**src/common/tx_fifo_ctl_pkg.sv**
```systemverilog
// Purpose: Constants and carrier types for the transmit elastic FIFO control.
// Assumes: One clock, mclk, that stands for the divided multiplier clock.

package tx_fifo_ctl_pkg;

  // ----------------------------------------------------------------------
  // Register map
  // ----------------------------------------------------------------------
  localparam logic [7:0] TX_FIFO_CONTROL_ADDR = 8'h03;
  localparam int         CTL_FLUSH_BIT        = 0;
  localparam int         CTL_AUTO_BIT         = 1;
  localparam int         STAT_OVF_BIT         = 2;
  localparam logic [1:0] CTL_RESET            = 2'h0;

  // ----------------------------------------------------------------------
  // Timing
  // ----------------------------------------------------------------------
  localparam int         FLUSH_MIN_CYCLES = 8;
  localparam int         FLUSH_MAX_CYCLES = 10;
  localparam logic [3:0] FLUSH_WAIT       = 4'h8;
  localparam int         FIFO_DEPTH       = 16;
  localparam int         LOW_RATE_DIVIDE  = 8;

  typedef enum logic [1:0] {
    ST_RUN,
    ST_HOLD,
    ST_DRAIN
  } flush_state_e;

  typedef struct packed {
    logic       wr;
    logic [7:0] addr;
    logic [7:0] data;
  } reg_req_s;

endpackage

```
**src/hw/tx_fifo_ctl.sv**
```systemverilog
// Purpose: Transmit elastic FIFO recovery, overflow and aux clock control.
// Assumes: Inputs are synchronous to mclk; mclk stands for the clock
//          divided from the multiplier, at twice the parallel word rate.
// Notes:   The FIFO data path lives elsewhere; this block tracks its level.
`timescale 1ns/100ps
`default_nettype none

module tx_fifo_ctl
  import tx_fifo_ctl_pkg::*;
#(
  parameter int DEPTH = FIFO_DEPTH
)
(
  input  wire logic                     mclk,             // Clock.
  input  wire logic                     srst,             // Sync reset.
  input  wire logic                     host_mode,        // 1 = host mode.
  input  wire logic                     fifo_flush_pin,   // Flush input.
  input  wire logic                     fifo_write,       // Word written.
  input  wire logic                     fifo_read,        // Word read.
  input  wire logic                     multiplier_lock_raw, // Lock sense.
  input  wire logic                     aux_clock_rate_select, // 1 = slow.
  input  wire tx_fifo_ctl_pkg::reg_req_s reg_req,         // Register write.
  input  wire logic [7:0]               reg_rd_addr,      // Read address.
  output logic [7:0]                    reg_rdata,        // Read data.
  output logic                          overflow_out,     // FIFO overflow.
  output logic                          multiplier_lock_flag, // Locked.
  output logic                          aux_clock_out,    // Aux clock.
  output logic                          fifo_ready        // Not flushing.
);
  import tx_fifo_ctl_pkg::*;

  localparam int LW = $clog2(DEPTH + 1);
  localparam logic [LW-1:0] FULL_LEVEL = LW'(DEPTH);
  localparam logic [2:0] DIV_LAST = 3'(LOW_RATE_DIVIDE - 1);
  localparam int DRAIN_LO = FLUSH_MIN_CYCLES;
  localparam int DRAIN_HI = FLUSH_MAX_CYCLES;

  flush_state_e  state_q, state_d;
  logic [1:0]    ctl_q, ctl_d;
  logic [3:0]    drain_q, drain_d;
  logic [LW-1:0] level_q, level_d;
  logic [2:0]    div_q, div_d;
  logic          ovf_q, ovf_d;
  logic          aux_q, aux_d;
  logic          lock_q;
  logic          ready_q;
  logic [7:0]    rdata_q;

  // ----------------------------------------------------------------------
  // Flush request selection
  // ----------------------------------------------------------------------
  wire ctl_hit   = reg_req.wr && (reg_req.addr == TX_FIFO_CONTROL_ADDR);
  wire host_req  = ctl_q[CTL_FLUSH_BIT] || (ctl_q[CTL_AUTO_BIT] && ovf_q);
  wire flush_req = host_mode ? host_req
                             : fifo_flush_pin;
  wire running   = (state_q == ST_RUN);
  wire full      = (level_q == FULL_LEVEL);
  wire ovf_event = running && fifo_write && !fifo_read && full;
  wire drain_end = (state_q == ST_DRAIN) && (drain_q == FLUSH_WAIT - 4'h1);

  assign ctl_d = ctl_hit ? reg_req.data[1:0] : ctl_q;

  // ----------------------------------------------------------------------
  // Flush sequencer
  // ----------------------------------------------------------------------
  always_comb
  begin
    state_d = state_q;
    drain_d = 4'h0;
    unique case (state_q)
      ST_RUN:
      begin
        if (flush_req)
          state_d = ST_HOLD;
      end
      ST_HOLD:
      begin
        if (!flush_req)
          state_d = ST_DRAIN;
      end
      ST_DRAIN:
      begin
        drain_d = drain_q + 4'h1;
        if (flush_req)
          state_d = ST_HOLD;
        else if (drain_end)
          state_d = ST_RUN;
      end
    endcase
  end

  // The level is only meaningful while running; a flush empties the FIFO.
  always_comb
  begin
    level_d = '0;
    if (running && !flush_req)
    begin
      level_d = level_q;
      if (fifo_write && !fifo_read && !full)
        level_d = level_q + LW'(1);
      else if (fifo_read && !fifo_write && level_q != '0)
        level_d = level_q - LW'(1);
    end
  end

  // Clearing on the hold state lets a flush input tied to overflow
  // release itself; the set term wins should both ever meet.
  assign ovf_d = ovf_event || (ovf_q && state_q != ST_HOLD);

  // ----------------------------------------------------------------------
  // Aux clock divider
  // ----------------------------------------------------------------------
  wire div_wrap = (div_q == DIV_LAST);
  assign div_d = (aux_clock_rate_select && !div_wrap) ? div_q + 3'h1 : 3'h0;
  assign aux_d = (!aux_clock_rate_select || div_wrap)
                 ? !aux_q : aux_q;

  wire [7:0] rd_word = {5'h0, ovf_q, ctl_q};
  wire [7:0] rdata_d = (reg_rd_addr == TX_FIFO_CONTROL_ADDR) ? rd_word : 8'h00;

  always_ff @(posedge mclk)
  begin
    if (srst)
    begin
      state_q <= ST_HOLD;
      ctl_q   <= CTL_RESET;
      drain_q <= 4'h0;
      level_q <= '0;
      div_q   <= 3'h0;
      ovf_q   <= 1'b0;
      aux_q   <= 1'b0;
      lock_q  <= 1'b0;
      ready_q <= 1'b0;
      rdata_q <= 8'h00;
    end
    else
    begin
      state_q <= state_d;
      ctl_q   <= ctl_d;
      drain_q <= drain_d;
      level_q <= level_d;
      div_q   <= div_d;
      ovf_q   <= ovf_d;
      aux_q   <= aux_d;
      lock_q  <= multiplier_lock_raw;
      ready_q <= (state_d == ST_RUN);
      rdata_q <= rdata_d;
    end
  end

  assign reg_rdata            = rdata_q;
  assign overflow_out         = ovf_q;
  assign multiplier_lock_flag = lock_q;
  assign aux_clock_out        = aux_q;
  assign fifo_ready           = ready_q;
endmodule

`default_nettype wire

```
**config.mk**
```make
export PLATFORM = sky130hd
export DESIGN_NAME = tx_fifo_ctl
export DESIGN_NICKNAME = d
export VERILOG_FILES = /design/src/common/tx_fifo_ctl_pkg.sv /design/src/hw/tx_fifo_ctl.sv
export SDC_FILE = /design/constraint.sdc
export NUM_CORES = 1
export LEC_CHECK = 0
export ABC_CLOCK_PERIOD_IN_PS = 4840
export BUFFER_PORTS_ARGS = -buffer_cell sky130_fd_sc_hd__buf_2
export CORE_ASPECT_RATIO = 2
export CORE_MARGIN = 2
export CORE_UTILIZATION = 34
export DETAILED_ROUTE_END_ITERATION = 6
export GPL_TIMING_DRIVEN = 0
export SLEW_MARGIN = 30
export SYNTH_ARGS = -nofsm -noshare
export SYNTH_HDL_FRONTEND = slang
export SYNTH_SLANG_ARGS = --single-unit
export TNS_END_PERCENT = 50
```
**constraint.sdc**
```tcl
create_clock -name mclk -period 4.84 [get_ports mclk]
set_clock_uncertainty 0.1 [all_clocks]
set_input_delay 0.968 -clock mclk [delete_from_list [all_inputs] [get_ports mclk]]
set_output_delay 0.968 -clock mclk [all_outputs]
set_load 0.05 [all_outputs]
```
==> impl_metrics.json <==
{
  "status": "completed",
  "setup_tns_ns": 0,
  "ioPinCount": 45,
  "path_clk_slew_ns": 0.08,
  "synth_area_per_cell_sq_um": 9.48,
  "grt_use_met3_pct": 1.44,
  "yosysUniqueCellTypes": 41,
  "postCtsHoldBufs": 0,
  "crit_slowest_cell": "fa_1",
  "drt_wl_total_mm": 2.50,
  "fp.dieH_um": 87.8,
  "vdd_ir_drop_max_v": 0.000216,
  "grt_start_max_net_pins": 13,
  "row_count": 30,
  "clkLatencyLatePin_ns": 0.26,
  "vias": 1028,
  "seq_area_frac_synth_pct": 38.5,
  "drcViolationCount": 0,
  "clk_path_buf_depth": 2,
  "start_util_pct": 35.4,
  "reg2reg_depth": 8,
  "yosys-top-cells-area": "dfxtp_1 39%, ha_1 9.4%, a21oi_1 3.8%, nor2_1 3.5%, and2_1 3.1%",
  "yosysWarnings": 0,
  "dr.pass1.iters": 4,
  "fmax_mhz": 339,
  "overflow": 0,
  "p_leak_nw": 0.653,
  "cts_max_level": 1,
  "path_class": "in2reg",
  "synth_flop_cell": "dfxtp_1",
  "crit_path_max_incr_delay_ns": 0.44,
  "power_frac_seq_pct": 43.2,
  "crit_path_start_kind": "input pin",
  "gr-usage-met2_pct": 26.6,
  "synth_most_common_cell": "dfxtp_1",
  "worstSetupStartpoint": "fifo_read",
  "min_from": "div_q[0]",
  "crit_required_ns": 4.93,
  "synth_top_cells_by_count": "23 x dfxtp_1, 11 x nor2_1, 9 x a21oi_1, 9 x ha_1",
  "hold_violations": 0,
  "cts_buffers": 3,
  "synth.top_cell.area_share_pct": 38.5,
  "post-cts-setup-buffer-count": 0,
  "synth-async-reset-ratio_pct": 0,
  "final_antenna_net_count": 0,
  "ys_ff_latch": 23,
  "post-dp-hpwl_mm": 2.04,
  "cp-end-kind": "register",
  "setup_viol": 0,
  "power_frac_comb_pct": 34.4,
  "core_area_sq_mm": 0.00338,
  "grt_busiest_layer": "met2",
  "hold_slack_ns": 0.354,
  "finalNetCount": 210,
  "timing.slew.headroom_pct": 62.5,
  "use_met1_pct": 13.7,
  "pwr-share-clk_pct": 22.4,
  "internal_power_mw": 0.339,
  "cts_resized": 0,
  "viasPerCell": 5.19,
  "max_cap_violations": 0,
  "finalWeightedCongestion": 0.701,
  "path_delay_family": "compound AO/OA/AOI/OAI gates",
  "worstPathArrival_ns": 3.04,
  "cp_max_fo": 8,
  "place_area_sq_mm": 0.00141,
  "grt_pass1_vias": 1060,
  "crit_path_frequent_cell": "a21oi_1",
  "r2r-end": "level_q[4]",
  "numClockSinks": 23,
  "portBuffers": 32,
  "power_per_cell_area_mw_per_mm2": 351,
  "cp_num_cells": 9,
  "reg2reg_from": "level_q[0]",
  "n_antenna_cell": 0,
  "finalInstanceArea_sq_mm": 0.00146,
  "final_max_slew_viol_count": 0,
  "grt_pass1_wl_mm": 4.24,
  "synth_cells": 126,
  "synth_edf_count": 0,
  "wire_per_inst_um": 12.6,
  "fp.dieW_um": 45.9,
  "crit_chain": "buf_2 > nand2b_1 > a21oi_1 > inv_1 > fa_1 > a21o_1 > a21oi_1 > mux4_2 > nor2_1",
  "fin_crit_ns": 2.95,
  "cp.buffers_inverters": 2,
  "cts-root-buf": "clkbuf_8",
  "synth_area_sq_mm": 0.00119,
  "cp-endpoint": "level_q[4]",
  "dieArea_sq_mm": 0.00403,
  "rsz0062_at_grt": "false",
  "dr.first_iter.drc_count": 15,
  "yosysTopAreaCell": "dfxtp_1",
  "antenna_found_initial": 0,
  "p_sw_mw": 0.171,
  "worstMarginPinSlew_ns": 0.562,
  "syn2layout_area_growth_pct": 21.8,
  "cts_tree": "built",
  "netSwitchingFraction_pct": 33.5,
  "drive_above_1_share_pct": 27.7,
  "r2r_setup_slack_ns": 2.29,
  "hp-class": "reg2reg",
  "finalCritPeriodShare_pct": 60.9,
  "track_usage_pct": 13.7
}
[registers in the layout, summed over array words and instances (netlist names)]
signal	flops
level_q	5
drain_q	4
div_q	3
reg_rdata	3
ctl_q	2
state_q	2
aux_clock_out	1
fifo_ready	1
multiplier_lock_flag	1
overflow_out	1
[cell usage in the layout, fill, tap and decap left out, types with 2 or more instances in the layout]
master	instances
o22ai_1	2
and2_1	6
clkbuf_8	3
inv_1	6
nand2b_1	4
a21oi_1	9
nor2_1	11
nand2_1	3
a21boi_0	2
xnor2_1	2
mux2i_1	2
and3_1	2
buf_4	5
xor2_1	2
ha_1	9
buf_2	32
conb_1	5
nand3_1	5
nand3b_1	3
dfxtp_1	23
nor2b_1	3
nor3_1	5
clkbuf_1	2
[cell type report]
cell class	count	area, sq um
Tap cell	32	40.0
Inverter	6	22.5
Multi-Input combinational cell	95	686
Clock buffer	4	45.0
Fill cell	341	1920
Sequential cell	23	460
Timing Repair Buffer	32	160
Buffer	6	41.3
[power groups by stage]
stage	sequential [mW]	clock (mW)	combinational, mW
after floorplan	0.237	0	0.117
after global placement	0.224	0	0.166
after detailed placement	0.224	0	0.173
after CTS	0.220	0.120	0.175
after global routing	0.223	0.129	0.199
final	0.221	0.115	0.176
[layer usage]
metal	vias to the layer above	routed length (um)
met5	-	0
met4	0	17
met3	2	109
met2	28	1460
met1	477	912
li1	521	-
[per-stage QoR]
| stage | total power, mW | instances | worst slack, ns | util (%) |
|---|---|---|---|---|
| global route | 0.550 | 198 | 1.74 | 43.1 |
| detailed placement | 0.397 | 194 | 1.65 | 41.7 |
| CTS | 0.516 | 198 | 1.92 | 43.1 |
| floorplan | 0.354 | 130 | 2.03 | - |
| finish | 0.511 | 198 | 1.89 | 43.1 |
| global placement | 0.390 | 194 | 1.69 | 41.7 |
[worst min-delay path by stage]
stage | to | cells after the start
3_3_place_gp | drain_q[0] | 1
2_1_floorplan | div_q[0] | 1
3_5_place_dp | drain_q[0] | 1
5_1_grt | div_q[0] | 1
4_1_cts | drain_q[0] | 1
6_report | div_q[0] | 1
[logic make-up (layout without fill, tap and decap cells)]
| kind of cell | after synthesis | count (layout) | synth area share (%) |
|---|---|---|---|
| fa+ha+maj | 10 | 10 | 11.1 |
| simple gates | 50 | 50 | 25.5 |
| compound gates | 23 | 23 | 12.7 |
| buf+inv | 12 | 48 | 5.34 |
| flops | 23 | 23 | 38.5 |
| xor+xnor | 4 | 4 | 2.93 |
| mux | 3 | 3 | 3.56 |
| other cells | 1 | 5 | 0.314 |
Power figures use the tool's default switching activity.
